**config.mk**
```make
export PLATFORM = sky130hd
export DESIGN_NAME = aexu_exec
export DESIGN_NICKNAME = d
export VERILOG_FILES = /design/src/shared/aexu_pkg.sv /design/src/design/aexu_byte_alu.sv /design/src/design/aexu_exec.sv /design/src/design/aexu_word_alu.sv
export SDC_FILE = /design/constraint.sdc
export NUM_CORES = 1
export LEC_CHECK = 0
export BUFFER_PORTS_ARGS = -buffer_cell sky130_fd_sc_hd__buf_4
export CORE_UTILIZATION = 40
export CTS_CLUSTER_SIZE = 8
export DETAILED_ROUTE_END_ITERATION = 10
export GPL_TIMING_DRIVEN = 0
export PLACE_DENSITY = 0.59
export REMOVE_ABC_BUFFERS = 1
export SYNTH_ARGS = -nofsm -noshare
export SYNTH_HDL_FRONTEND = slang
export SYNTH_SLANG_ARGS = --single-unit
export TNS_END_PERCENT = 10
```
**constraint.sdc**
```tcl
create_clock -name clk -period 3.9 [get_ports clk]
set_input_delay 0 -clock clk [delete_from_list [all_inputs] [get_ports clk]]
set_output_delay 0 -clock clk [all_outputs]
set_load 0.02 [all_outputs]
```
**src/shared/aexu_pkg.sv**
```systemverilog
// aexu_pkg: shared types and constants of the alu / branch execution unit
// assumes: instructions arrive already decoded, one per handshake

package aexu_pkg;

  // ----------------------------------------------------------------
  // status register bit positions
  // ----------------------------------------------------------------
  localparam int unsigned FLAG_C = 0;
  localparam int unsigned FLAG_Z = 1;
  localparam int unsigned FLAG_N = 2;
  localparam int unsigned FLAG_V = 3;
  localparam int unsigned FLAG_S = 4;
  localparam int unsigned FLAG_H = 5;
  localparam int unsigned FLAG_T = 6;
  localparam int unsigned FLAG_I = 7;

  // ----------------------------------------------------------------
  // reset values and limits
  // ----------------------------------------------------------------
  localparam logic [7:0] SREG_RESET = 8'h00;
  localparam logic [15:0] PC_RESET = 16'h0000;
  localparam logic [7:0] BYTE_ALL_ONES = 8'hFF;
  localparam logic [5:0] IO_BIT_ADDR_MAX = 6'h1F;

  // ----------------------------------------------------------------
  // cycle counts per instruction class
  // ----------------------------------------------------------------
  localparam logic [1:0] CYC_SINGLE = 2'h1;
  localparam logic [1:0] CYC_WORD = 2'h2;
  localparam logic [1:0] CYC_INDIRECT_JUMP = 2'h2;
  localparam logic [1:0] CYC_INDIRECT_CALL = 2'h3;
  localparam logic [1:0] CYC_SKIP_ONE_WORD = 2'h2;
  localparam logic [1:0] CYC_SKIP_TWO_WORD = 2'h3;
  localparam logic [1:0] CYC_BRANCH_TAKEN = 2'h2;
  localparam logic [1:0] CYC_IO_BIT = 2'h2;

  // ----------------------------------------------------------------
  // operation codes
  // ----------------------------------------------------------------
  typedef enum logic [4:0] {
    op_add, op_add_carry, op_subtract, op_subtract_immediate,
    op_subtract_with_carry, op_subtract_immediate_with_carry,
    op_word_add_immediate, op_word_subtract_immediate,
    op_and, op_and_immediate, op_or, op_or_immediate,
    op_exclusive_or_registers, op_set_bits_mask, op_clear_bits_mask,
    op_test_zero_minus, op_compare_registers, op_compare_with_carry,
    op_compare_immediate, op_indirect_jump, op_indirect_call,
    op_compare_skip_equal, op_skip_reg_bit_clear, op_skip_reg_bit_set,
    op_skip_io_bit_clear, op_skip_io_bit_set, op_branch_flag_set,
    op_branch_flag_clear, op_set_io_bit, op_clear_io_bit
  } aexu_op_t;

  // one decoded instruction with its operands
  typedef struct packed {
    aexu_op_t op;
    logic [7:0] rd_val;
    logic [7:0] rr_val;
    logic [7:0] imm;
    logic [15:0] word_val;
    logic [2:0] bit_sel;
    logic [6:0] offset;
    logic [5:0] io_addr;
    logic [15:0] z_ptr;
    logic next_two_word;
  } aexu_instr_t;

  // register file write back
  typedef struct packed {
    logic byte_en;
    logic [7:0] byte_data;
    logic word_en;
    logic [15:0] word_data;
  } aexu_wb_t;

  // single bit write toward the low i/o range
  typedef struct packed {
    logic en;
    logic [4:0] addr;
    logic [7:0] mask;
    logic value;
  } aexu_io_wr_t;

endpackage : aexu_pkg

```
**src/design/aexu_byte_alu.sv**
```systemverilog
// aexu_byte_alu: 8-bit add / subtract with carry-in and flag terms
// assumes: purely combinational, flags merged by the caller

`timescale 1ns/10ps
`default_nettype none

module aexu_byte_alu (
  // operands
  input wire logic [7:0] a,
  input wire logic [7:0] b,
  input wire logic cin,
  input wire logic is_sub,
  // result
  output logic [7:0] res,
  output logic half,
  output logic ovf,
  output logic carry
);

  logic [8:0] sum;

  // sum or difference, carry-in added or borrowed
  assign sum = is_sub ? ({1'b0, a} - {1'b0, b} - {8'h00, cin})
                      : ({1'b0, a} + {1'b0, b} + {8'h00, cin});
  assign res = sum[7:0];

  // carry or borrow into bit 4, overflow from the operand and result signs
  assign half = a[4] ^ b[4] ^ res[4];
  assign ovf = is_sub ? ((a[7] & ~b[7] & ~res[7]) | (~a[7] & b[7] & res[7]))
                      : ((a[7] & b[7] & ~res[7]) | (~a[7] & ~b[7] & res[7]));
  assign carry = sum[8];

endmodule : aexu_byte_alu

`default_nettype wire

```
**src/design/aexu_exec.sv**
```systemverilog
// aexu_exec: execution of arithmetic, logic, compare, skip, branch and
// single i/o bit instructions, with status flags and program counter
// assumes: decoded instruction and register values come from logic on clk;
// the register file, stack and i/o registers live outside this block
//
// How it works
// - add with or without carry, one cycle, sets z c n v h
// - subtract register or constant, optional carry, one cycle, z c n v h
// - word add or subtract immediate, two cycles, sets z c n v s
// - and, or, exclusive or, one cycle, only z n v change
// - set bits ors the mask, clear bits ands with ff minus mask
// - test ands register with itself, value kept, sets z n v
// - compares subtract without storing, one cycle, sets z n v c h
// - indirect jump loads pc from z pointer in two cycles
// - indirect call loads pc from z pointer in three cycles
// - compare skip equal skips next instruction, one two or three cycles
// - skip on register bit clear or set, no flags changed
// - skip on i/o bit clear or set, one two or three cycles
// - branch on flag adds offset plus one, one or two cycles
// - bit access instructions reach only i/o addresses up to 1f
// - bit set and clear touch only the addressed i/o bit
// - some peripheral flags clear when a one is written there
// - setting or clearing an i/o bit takes two cycles, no flags

`timescale 1ns/10ps
`default_nettype none

module aexu_exec (
  // clock and reset
  input wire logic clk,
  input wire logic arst_n,
  // instruction handshake
  input wire logic instr_valid,
  input wire aexu_pkg::aexu_instr_t instr,
  output logic instr_ready,
  output logic done,
  output logic illegal,
  // i/o bit read, same clock
  output logic [4:0] io_rd_addr,
  input wire logic [7:0] io_rd_data,
  // results
  output aexu_pkg::aexu_wb_t wb,
  output aexu_pkg::aexu_io_wr_t io_wr,
  output logic push_en,
  output logic [15:0] push_addr,
  output logic [7:0] sreg,
  output logic [15:0] pc
);

  // --------
  // state
  // --------
  typedef enum logic [1:0] {
    st_idle = 2'b01,
    st_busy = 2'b10
  } aexu_state_t;

  aexu_state_t state;
  logic [1:0] count;
  logic take;

  // zero test on a byte, used for several flag paths
  function automatic logic is_zero8(input logic [7:0] v);
    is_zero8 = (v == 8'h00);
  endfunction : is_zero8

  // length of a skip from the size of the skipped instruction
  function automatic logic [1:0] skip_cycles(input logic two_word);
    skip_cycles = two_word ? aexu_pkg::CYC_SKIP_TWO_WORD
                           : aexu_pkg::CYC_SKIP_ONE_WORD;
  endfunction : skip_cycles

  // --------
  // operation classes
  // --------
  aexu_pkg::aexu_op_t op;
  logic use_carry;
  logic is_sub;
  logic use_imm;
  logic is_arith;
  logic is_compare;
  logic is_word;
  logic is_logic;
  logic is_io_bit;
  logic is_io_skip;
  logic io_addr_ok;

  // class decode from the operation code
  assign op = instr.op;
  assign use_carry = (op == aexu_pkg::op_add_carry)
    || (op == aexu_pkg::op_subtract_with_carry)
    || (op == aexu_pkg::op_subtract_immediate_with_carry)
    || (op == aexu_pkg::op_compare_with_carry);
  assign is_sub = !((op == aexu_pkg::op_add)
    || (op == aexu_pkg::op_add_carry));
  assign use_imm = (op == aexu_pkg::op_subtract_immediate)
    || (op == aexu_pkg::op_subtract_immediate_with_carry)
    || (op == aexu_pkg::op_compare_immediate);
  assign is_compare = (op == aexu_pkg::op_compare_registers)
    || (op == aexu_pkg::op_compare_with_carry)
    || (op == aexu_pkg::op_compare_immediate);
  assign is_arith = is_compare || (op == aexu_pkg::op_add)
    || (op == aexu_pkg::op_add_carry) || (op == aexu_pkg::op_subtract)
    || (op == aexu_pkg::op_subtract_immediate)
    || (op == aexu_pkg::op_subtract_with_carry)
    || (op == aexu_pkg::op_subtract_immediate_with_carry);
  assign is_word = (op == aexu_pkg::op_word_add_immediate)
    || (op == aexu_pkg::op_word_subtract_immediate);
  assign is_logic = (op == aexu_pkg::op_and)
    || (op == aexu_pkg::op_and_immediate) || (op == aexu_pkg::op_or)
    || (op == aexu_pkg::op_or_immediate)
    || (op == aexu_pkg::op_exclusive_or_registers)
    || (op == aexu_pkg::op_set_bits_mask)
    || (op == aexu_pkg::op_clear_bits_mask)
    || (op == aexu_pkg::op_test_zero_minus);
  assign is_io_bit = (op == aexu_pkg::op_set_io_bit)
    || (op == aexu_pkg::op_clear_io_bit);
  assign is_io_skip = (op == aexu_pkg::op_skip_io_bit_clear)
    || (op == aexu_pkg::op_skip_io_bit_set);
  // bit access limited to the low i/o range
  assign io_addr_ok = (instr.io_addr <= aexu_pkg::IO_BIT_ADDR_MAX);
  assign io_rd_addr = instr.io_addr[4:0];

  // --------
  // arithmetic units
  // --------
  logic [7:0] arith_b;
  logic [7:0] arith_res;
  logic arith_h;
  logic arith_v;
  logic arith_c;
  logic [15:0] word_res;
  logic word_v;
  logic word_c;

  // second operand is a register or a constant
  assign arith_b = use_imm ? instr.imm : instr.rr_val;

  aexu_byte_alu u_byte_alu (
    .a(instr.rd_val),
    .b(arith_b),
    .cin(use_carry & sreg[aexu_pkg::FLAG_C]),
    .is_sub(is_sub),
    .res(arith_res),
    .half(arith_h),
    .ovf(arith_v),
    .carry(arith_c)
  );

  aexu_word_alu u_word_alu (
    .w(instr.word_val),
    .k(instr.imm[5:0]),
    .is_sub(op == aexu_pkg::op_word_subtract_immediate),
    .res(word_res),
    .ovf(word_v),
    .carry(word_c)
  );

  // --------
  // logic unit
  // --------
  logic [7:0] logic_res;

  // mask ops and test reuse the and and or paths
  assign logic_res =
    (op == aexu_pkg::op_and) ? (instr.rd_val & instr.rr_val) :
    (op == aexu_pkg::op_and_immediate) ? (instr.rd_val & instr.imm) :
    (op == aexu_pkg::op_or) ? (instr.rd_val | instr.rr_val) :
    (op == aexu_pkg::op_or_immediate) ? (instr.rd_val | instr.imm) :
    (op == aexu_pkg::op_exclusive_or_registers) ?
      (instr.rd_val ^ instr.rr_val) :
    (op == aexu_pkg::op_set_bits_mask) ? (instr.rd_val | instr.imm) :
    (op == aexu_pkg::op_clear_bits_mask) ?
      (instr.rd_val & (aexu_pkg::BYTE_ALL_ONES - instr.imm)) :
    (instr.rd_val & instr.rd_val);

  // --------
  // skip and branch conditions
  // --------
  logic reg_bit;
  logic io_bit;
  logic flag_bit;
  logic skip_hit;
  logic branch_hit;
  logic [15:0] branch_offset;

  assign reg_bit = instr.rr_val[instr.bit_sel];
  assign io_bit = io_rd_data[instr.bit_sel];
  assign flag_bit = sreg[instr.bit_sel];

  // skip when the tested condition holds
  assign skip_hit =
    ((op == aexu_pkg::op_compare_skip_equal)
      && (instr.rd_val == instr.rr_val)) ||
    ((op == aexu_pkg::op_skip_reg_bit_clear) && !reg_bit) ||
    ((op == aexu_pkg::op_skip_reg_bit_set) && reg_bit) ||
    ((op == aexu_pkg::op_skip_io_bit_clear) && !io_bit
      && io_addr_ok) ||
    ((op == aexu_pkg::op_skip_io_bit_set) && io_bit && io_addr_ok);

  assign branch_hit =
    ((op == aexu_pkg::op_branch_flag_set) && flag_bit) ||
    ((op == aexu_pkg::op_branch_flag_clear) && !flag_bit);
  assign branch_offset = {{9{instr.offset[6]}}, instr.offset};

  // --------
  // next flags
  // --------
  logic [7:0] next_sreg;
  logic carry_z;

  // carry variants only keep z when the earlier byte was zero
  assign carry_z = use_carry ? sreg[aexu_pkg::FLAG_Z] : 1'b1;

  // untouched flags fall through from the held value
  always_comb begin
    next_sreg = sreg;
    if (is_arith) begin
      next_sreg[aexu_pkg::FLAG_Z] = is_zero8(arith_res) & carry_z;
      next_sreg[aexu_pkg::FLAG_C] = arith_c;
      next_sreg[aexu_pkg::FLAG_N] = arith_res[7];
      next_sreg[aexu_pkg::FLAG_V] = arith_v;
      next_sreg[aexu_pkg::FLAG_H] = arith_h;
    end else if (is_word) begin
      next_sreg[aexu_pkg::FLAG_Z] = (word_res == 16'h0000);
      next_sreg[aexu_pkg::FLAG_C] = word_c;
      next_sreg[aexu_pkg::FLAG_N] = word_res[15];
      next_sreg[aexu_pkg::FLAG_V] = word_v;
      next_sreg[aexu_pkg::FLAG_S] = word_res[15] ^ word_v;
    end else if (is_logic) begin
      next_sreg[aexu_pkg::FLAG_Z] = is_zero8(logic_res);
      next_sreg[aexu_pkg::FLAG_N] = logic_res[7];
      next_sreg[aexu_pkg::FLAG_V] = 1'b0;
    end
  end

  // --------
  // next program counter, cycles and side effects
  // --------
  logic [15:0] next_pc;
  logic [1:0] next_cycles;
  logic bad_io;

  assign bad_io = (is_io_bit || is_io_skip) && !io_addr_ok;

  // pc and length of the instruction
  always_comb begin
    next_pc = pc + 16'h0001;
    next_cycles = aexu_pkg::CYC_SINGLE;
    if (is_word) begin
      next_cycles = aexu_pkg::CYC_WORD;
    end else if (op == aexu_pkg::op_indirect_jump) begin
      next_pc = instr.z_ptr;
      next_cycles = aexu_pkg::CYC_INDIRECT_JUMP;
    end else if (op == aexu_pkg::op_indirect_call) begin
      next_pc = instr.z_ptr;
      next_cycles = aexu_pkg::CYC_INDIRECT_CALL;
    end else if (skip_hit) begin
      next_pc = instr.next_two_word ? (pc + 16'h0003) : (pc + 16'h0002);
      next_cycles = skip_cycles(instr.next_two_word);
    end else if (branch_hit) begin
      next_pc = pc + branch_offset + 16'h0001;
      next_cycles = aexu_pkg::CYC_BRANCH_TAKEN;
    end else if (is_io_bit && io_addr_ok) begin
      next_cycles = aexu_pkg::CYC_IO_BIT;
    end
  end

  // --------
  // handshake and sequencing
  // --------
  assign instr_ready = (state == st_idle);
  assign take = instr_valid && instr_ready;

  // state and remaining cycle count
  always_ff @(posedge clk or negedge arst_n) begin
    if (!arst_n) begin
      state <= st_idle;
      count <= 2'h0;
    end else begin
      case (state)
        st_idle: begin
          if (take && (next_cycles != aexu_pkg::CYC_SINGLE)) begin
            state <= st_busy;
            count <= next_cycles - 2'h1;
          end
        end
        st_busy: begin
          count <= count - 2'h1;
          if (count == 2'h1) begin
            state <= st_idle;
          end
        end
        default: begin
          state <= st_idle;
        end
      endcase
    end
  end

  // completion pulse on the last cycle of each instruction
  always_ff @(posedge clk or negedge arst_n) begin
    if (!arst_n) begin
      done <= 1'b0;
    end else begin
      done <= (take && (next_cycles == aexu_pkg::CYC_SINGLE))
        || ((state == st_busy) && (count == 2'h1));
    end
  end

  // architectural state updates when an instruction is taken
  always_ff @(posedge clk or negedge arst_n) begin
    if (!arst_n) begin
      sreg <= aexu_pkg::SREG_RESET;
      pc <= aexu_pkg::PC_RESET;
      illegal <= 1'b0;
    end else begin
      illegal <= take && bad_io;
      if (take) begin
        sreg <= next_sreg;
        pc <= next_pc;
      end
    end
  end

  // --------
  // write back, stack push and i/o bit write, one-cycle pulses
  // --------
  logic store_byte;
  logic [7:0] store_data;

  // compares and test leave the register as it was
  assign store_byte = (is_arith && !is_compare)
    || (is_logic && (op != aexu_pkg::op_test_zero_minus));
  assign store_data = is_logic ? logic_res : arith_res;

  always_ff @(posedge clk or negedge arst_n) begin
    if (!arst_n) begin
      wb <= '0;
      push_en <= 1'b0;
      push_addr <= 16'h0000;
    end else begin
      wb.byte_en <= take && store_byte;
      wb.word_en <= take && is_word;
      push_en <= take && (op == aexu_pkg::op_indirect_call);
      if (take) begin
        wb.byte_data <= store_data;
        wb.word_data <= word_res;
        push_addr <= pc + 16'h0001;
      end
    end
  end

  // one-hot mask keeps other bits, so write-one-to-clear flags survive
  always_ff @(posedge clk or negedge arst_n) begin
    if (!arst_n) begin
      io_wr <= '0;
    end else begin
      io_wr.en <= take && is_io_bit && io_addr_ok;
      if (take) begin
        io_wr.addr <= instr.io_addr[4:0];
        io_wr.mask <= 8'h01 << instr.bit_sel;
        io_wr.value <= (op == aexu_pkg::op_set_io_bit);
      end
    end
  end

endmodule : aexu_exec

`default_nettype wire

```
**src/design/aexu_word_alu.sv**
```systemverilog
// aexu_word_alu: 16-bit register pair plus or minus a 6-bit constant
// assumes: purely combinational, flags merged by the caller

`timescale 1ns/10ps
`default_nettype none

module aexu_word_alu (
  // operands
  input wire logic [15:0] w,
  input wire logic [5:0] k,
  input wire logic is_sub,
  // result
  output logic [15:0] res,
  output logic ovf,
  output logic carry
);

  // word sum or difference
  assign res = is_sub ? (w - {10'h000, k}) : (w + {10'h000, k});

  // overflow and carry from the high bits only
  assign ovf = is_sub ? (w[15] & ~res[15]) : (~w[15] & res[15]);
  assign carry = is_sub ? (res[15] & ~w[15]) : (~res[15] & w[15]);

endmodule : aexu_word_alu

`default_nettype wire

```
Word-level counts from Yosys, hierarchy flattened:

Cells that the tools add are included.

* bits in registers: 86
* output and inout bits: 90
* word-level logic and storage cells: 220
* input port bits: 89

* add/sub/neg operators: 14
* bitwise gates (word level): 30
* mux-type cells: 43
* eq/ne operators: 38
* reductions and logical operators: 73
* $lt $le $gt $ge: 2
* shifts and indexed selects: 1

Operators by type and width (count)
* $mux 16: 7
* $mux 8: 9
* $eq 5x5->1 const B: 14
* $eq 5x4->1 const B: 8
* $add 16x1->16 const B: 2
* $add 16x2->16 const B: 2
* $and 8x8->8: 4
* $logic_or 1x1->1: 32
* $logic_and 1x1->1: 23
* $eq 5x3->1 const B: 4
* $mux 2: 9
* $add 16x16->16: 1
* $add 16x6->16: 1
* $logic_not 16->1: 1
* $logic_not 8->1: 2
* $or 8x8->8: 2
* $sub 16x6->16: 1
* $and 1x1->1: 12
* $eq 5x2->1 const B: 2
* $reduce_and 2->1: 5
* $add 8x8->9: 1
* $add 9x1->9: 1
* $bmux 1 s3: 3
* $mux 1: 9
* other kinds (27): 46

Depth between registers and ports, before layout:

* depth after elaboration: 16
* depth in mapped cells: 22
* mapped depth without buffers: 19

Modules after synthesis:

Synthesis repeated with hierarchy kept, for this count alone.

* cells, all modules: 1161
* area, all modules: 8822.2 um2

By module, submodules not included
* aexu_exec: cells each 896, area each 6864.1 um2, times used 1, seq. area each 2153.3 um2
* aexu_word_alu: cells each 133, area each 988.4 um2, times used 1, seq. area each 0.0 um2
* aexu_byte_alu: cells each 132, area each 969.7 um2, times used 1, seq. area each 0.0 um2

Worst setup path after synthesis:

Ideal clock, no wire load.

* path type: input port to flip-flop
* start: in instr[74] (netlist name)
* end: reg sreg[3]
* buffers on the path: 4
* arrival: 3.450 ns
* setup time: 0.137 ns
* data required time: 3.763 ns
* slack: 0.313 ns
* stages on the path: 19
* cell sequence: clkbuf_1 > buf_2 > buf_1 > xnor2_1 > nor3_1 > a21oi_1 > nor2_1 > clkbuf_1 > o21ai_0 > ha_1 > inv_1 > ha_1 > a21oi_1 > o211ai_1 > a21oi_1 > xnor2_1 > mux2_2 > a31oi_1 > a31oi_1

* longest elaborated chain between the ends: 12
* elaborated cells on any way between the ends: 70
* those cells by class: add/sub (4); eq/ne (18); mux (7); bitwise (16); reduce/logical (25)

RTL lines
* start, declared: RTL line aexu_exec.sv:34 `input wire aexu_pkg::aexu_instr_t instr,`
* $eq 5x2->1, or another cell as far along: RTL line aexu_exec.sv:96, aexu_exec.sv:104
* $logic_or 1x1->1, on equally long branches: RTL line aexu_exec.sv:97, aexu_exec.sv:91
* $logic_or 1x1->1, on equally long branches: RTL line aexu_exec.sv:98, aexu_exec.sv:92
* $mux 8 or $logic_or 1x1->1 (tied branches): RTL line aexu_exec.sv:137, aexu_exec.sv:93
* $sub 8x8->9, or another cell as far along: RTL line aexu_byte_alu.sv:23 `assign sum = is_sub ? ({1'b0, a} - {1'b0, b} - {8'h00, cin})`
* $sub 9x1->9 or $add 9x1->9 (tied branches): RTL line aexu_byte_alu.sv:23, aexu_byte_alu.sv:24
* $mux 9: RTL line aexu_byte_alu.sv:23
* $not 1->1: RTL line aexu_byte_alu.sv:29, aexu_byte_alu.sv:30
* $and 1x1->1, on equally long branches: RTL line aexu_byte_alu.sv:29, aexu_byte_alu.sv:30
* $or 1x1->1, on equally long branches: RTL line aexu_byte_alu.sv:29, aexu_byte_alu.sv:30
* $mux 1: RTL line aexu_byte_alu.sv:29 `assign ovf = is_sub ? ((a[7] & ~b[7] & ~res[7]) | (~a[7] & b[7] & res[7]))`
* $mux 4: RTL line aexu_exec.sv:218 `if (is_arith) begin`
* end signal, assigned: RTL line aexu_exec.sv:314 `sreg <= aexu_pkg::SREG_RESET;`
* end signal, assigned: RTL line aexu_exec.sv:320 `sreg <= next_sreg;`
* end, declared: RTL line aexu_exec.sv:46 `output logic [7:0] sreg,`

Several ways; a longest one is shown, not always the timed one.
A chain may end at the register's enable or synchronous reset.

Final worst setup path:

* start: in instr[73] (netlist name)
* end: reg sreg[3]

The elaborated chain is that of the path after synthesis.

==> impl_metrics.yaml <==
logic_synthesis:
  yosys_warnings: 0
  synth.distinct_cells: 74
  synth-seq-cells: 86
  synthCells: 1125
  synth_edf_count: 0
  synth_area_um2: 8570
  postSynthAreaPerCell_um2: 7.62
  synth-seq-area-share_pct: 25.1
  async_flop_share_pct: 100
  ys.flop_type: "dfrtp_1"
sta:
  timing.slew.headroom_pct: 17.9
  setup_viol: 0
  finalCritPeriodShare_pct: 91.2
  skew_ns: 0.00924
  rsz0062_at_grt: "false"
  worst_pin_slew_ns: 1.23
  max_freq_mhz: 281
  fin_ws_ns: 0.342
  holdWs_ns: 0.0170
  period_needed_ns: 3.56
  hold_violations: 0
  timing.final.max_slew_violations: 0
min_path:
  worst_hold_path_type: "in -> reg"
global_route:
  grt_pass1_vias: 8074
  overflow: 0
  grt_start_max_net_pins: 87
  antenna_found_initial: 0
  grt_usage_pct: 24.5
  grt_pass1_wl_um: 42500
clock_network:
  cts.sinks: 86
  clkSlewWorstSetupHoldPaths_ns: 0.07
  cts_root_buf: "clkbuf_16"
  insertion_delay_ns: 0.36
  h-tree-depth: 3
  cts_setup_buffers: 0
  clockBufferDepth: 2
  cts_tree: "done"
  numCtsBuffers: 9
placement:
  pre_cts_slack_ns: -0.683
  place_area_um2: 9980
  gp_congestion: 0.911
  place.port_buffers: 176
  dpl.hpwl_um: 19500
routing:
  vias: 8452
  wl_um: 26400
  ant_nets: 0
  drt_iter0_drc: 439
  vias_per_cell: 5.47
  drc_errors: 1
  dr.pass1.iters: 9
  wl_per_cell_um: 17.1
run_status:
  status: "finished with violations"
  failed_checks: "DRC"
critical_path:
  cpMostUsedCell: "a21oi_1"
  worstPathCellList: "buf_6 -> inv_1 -> nor3_1 -> a21oi_1 -> nor2_4 -> o21ai_0 -> fa_1 -> inv_1 -> ha_1 -> nand2_1 -> nand2_1 -> a21oi_1 -> o211ai_1 -> a21oi_1 -> xnor2_1 -> mux2_2 -> a31oi_1 -> a31oi_1"
  critical_path_class: "in -> reg"
  cp.arrival_ns: 3.79
  start_kind: "primary input"
  slowest_stage: "fa_1"
  path_buf_inv: 3
  path_max_fanout: 45
  cp-end-kind: "flip-flop"
  crit_path_max_incr_delay_ns: 0.48
  crit_required_ns: 4.13
  cp_top_family: "compound AO/OA/AOI/OAI gates"
floorplanning:
  core-area_um2: 21000
  die_y_um: 148
  dieWidth_um: 148
  io_pins: 179
  start_util_pct: 40.8
  dieArea_um2: 22000
  row_count: 53
final_layout:
  diodes: 0
  nets: 1438
  layout-drive-gt1-share_pct: 18.3
  syn_to_final_growth_pct: 23.1
  finalInstanceArea_um2: 10500
power_and_ir_drop:
  peakVddDrop_uv: 219
  leakage_nw: 4.96
  cellPowerDensity_nw_per_um2: 511
job:
  cap_violations: 0
[sequential cells by signal (all words and copies together) (netlist names)]
register / flops
count: 2
done: 1
pc: 16
sreg: 6
illegal: 1
wb: 26
push_en: 1
io_wr: 15
push_addr: 16
state: 2
[worst min-delay path, delay by kind of cell]
family / cells / cell delay (ns)
simple gates: 2 / 0.15
buf+inv: 1 / 0.19
[path summary, 6_finish.rpt]
path | startpoint | to | slack, ns | depth (start not counted)
worst min-delay path | instr[75] | io_wr[14] | 0.02 | 3
worst min register to register | io_wr[4] | io_wr[4] | 0.47 | 2
worst max register to register | pc[0] | pc[14] | 0.48 | 12
min in group asynchronous | arst_n | push_addr[8] | 0.42 | 2
worst max-delay path | instr[73] | sreg[3] | 0.34 | 18
max in group asynchronous | arst_n | wb[6] | 2.74 | 2
[report_power, final]
group | switching, W | total, W | internal [W]
sequential | 0.000365 | 0.00156 | 0.00119
clock | 0.000410 | 0.000929 | 0.000518
combinational | 0.00164 | 0.00290 | 0.00126
[synth_stat cells (14+ instances only)]
cell type  count  area (µm²)
nor2b_1       14        87.6
xor2_1        22         193
dfrtp_1       85        2130
ha_1          77         963
xnor2_1       42         368
nand2b_1      22         138
inv_1         69         259
nand3_1       33         165
o21ai_0      100         500
nor3_1        22         110
clkbuf_1      43         161
mux2i_1       18         180
nand2_1      173         649
a21oi_1       67         335
nor2_1       102         383
[layout by cell type, fill, tap and decap left out, types with 14 or more instances in the layout]
cell,netlist,final
a21oi_1,67,67
buf_4,9,176
dfrtp_1,85,85
dlygate4sd3_1,0,23
ha_1,77,77
inv_1,69,69
mux2i_1,18,18
nand2_1,173,172
nand2b_1,22,22
nand3_1,33,32
nor2_1,102,101
nor2b_1,14,14
nor3_1,22,22
o21ai_0,100,100
xnor2_1,42,42
xor2_1,22,22
[per-layer routing]
layer | vias up | track usage (%) | part of all wire [%]
met5 | - | 0 | 0
met4 | 0 | 8.04 | 2.3
met3 | 38 | 3.13 | 4.4
met2 | 228 | 40.1 | 46
met1 | 3979 | 33.2 | 47
li1 | 4207 | - | -
[through the flow]
stage / utilization [%] / total power, W / setup TNS, ns / cells
global route: 50.2 / 0.00581 / 0 / 1546
global placement: 47.1 / 0.00442 / -10.57 / 1503
CTS: 50.1 / 0.00542 / 0 / 1546
finish: 50.2 / 0.00539 / 0 / 1546
floorplan: - / 0.00334 / 0 / 1052
detailed placement: 47.5 / 0.00445 / -3.60 / 1507
[layout make-up]
class | instances | area (µm²)
Sequential cell | 86 | 2150
Fill cell | 2080 | 10500
Inverter | 69 | 259
Multi-Input combinational cell | 897 | 5860
Clock inverter | 6 | 67.6
Timing Repair Buffer | 203 | 1620
Tap cell | 275 | 344
Clock buffer | 10 | 239
[cell families (layout without fill, tap and decap cells)]
| kind of cell | Yosys count | count (layout) | synth area share [%] |
|---|---|---|---|
| adders and majority gates | 84 | 84 | 12.8 |
| muxes | 30 | 30 | 4.12 |
| and+or+nand+nor | 415 | 415 | 21.9 |
| buffers and inverters | 143 | 288 | 6.97 |
| DFF | 86 | 86 | 25.1 |
| other | 1 | 2 | 0.0438 |
| AOI/OAI and AO/OA | 302 | 302 | 22.5 |
| xor gates and xnor gates | 64 | 64 | 6.54 |
[repair_timing]
item	CTS	global route
gates cloned	0	0
pin swaps	0	0
endpoints found under the hold margin	110	0
hold buffers	23	0
gates resized for setup	1	4
endpoints found under the setup margin	7	10
(Power assumes the default switching activity.)
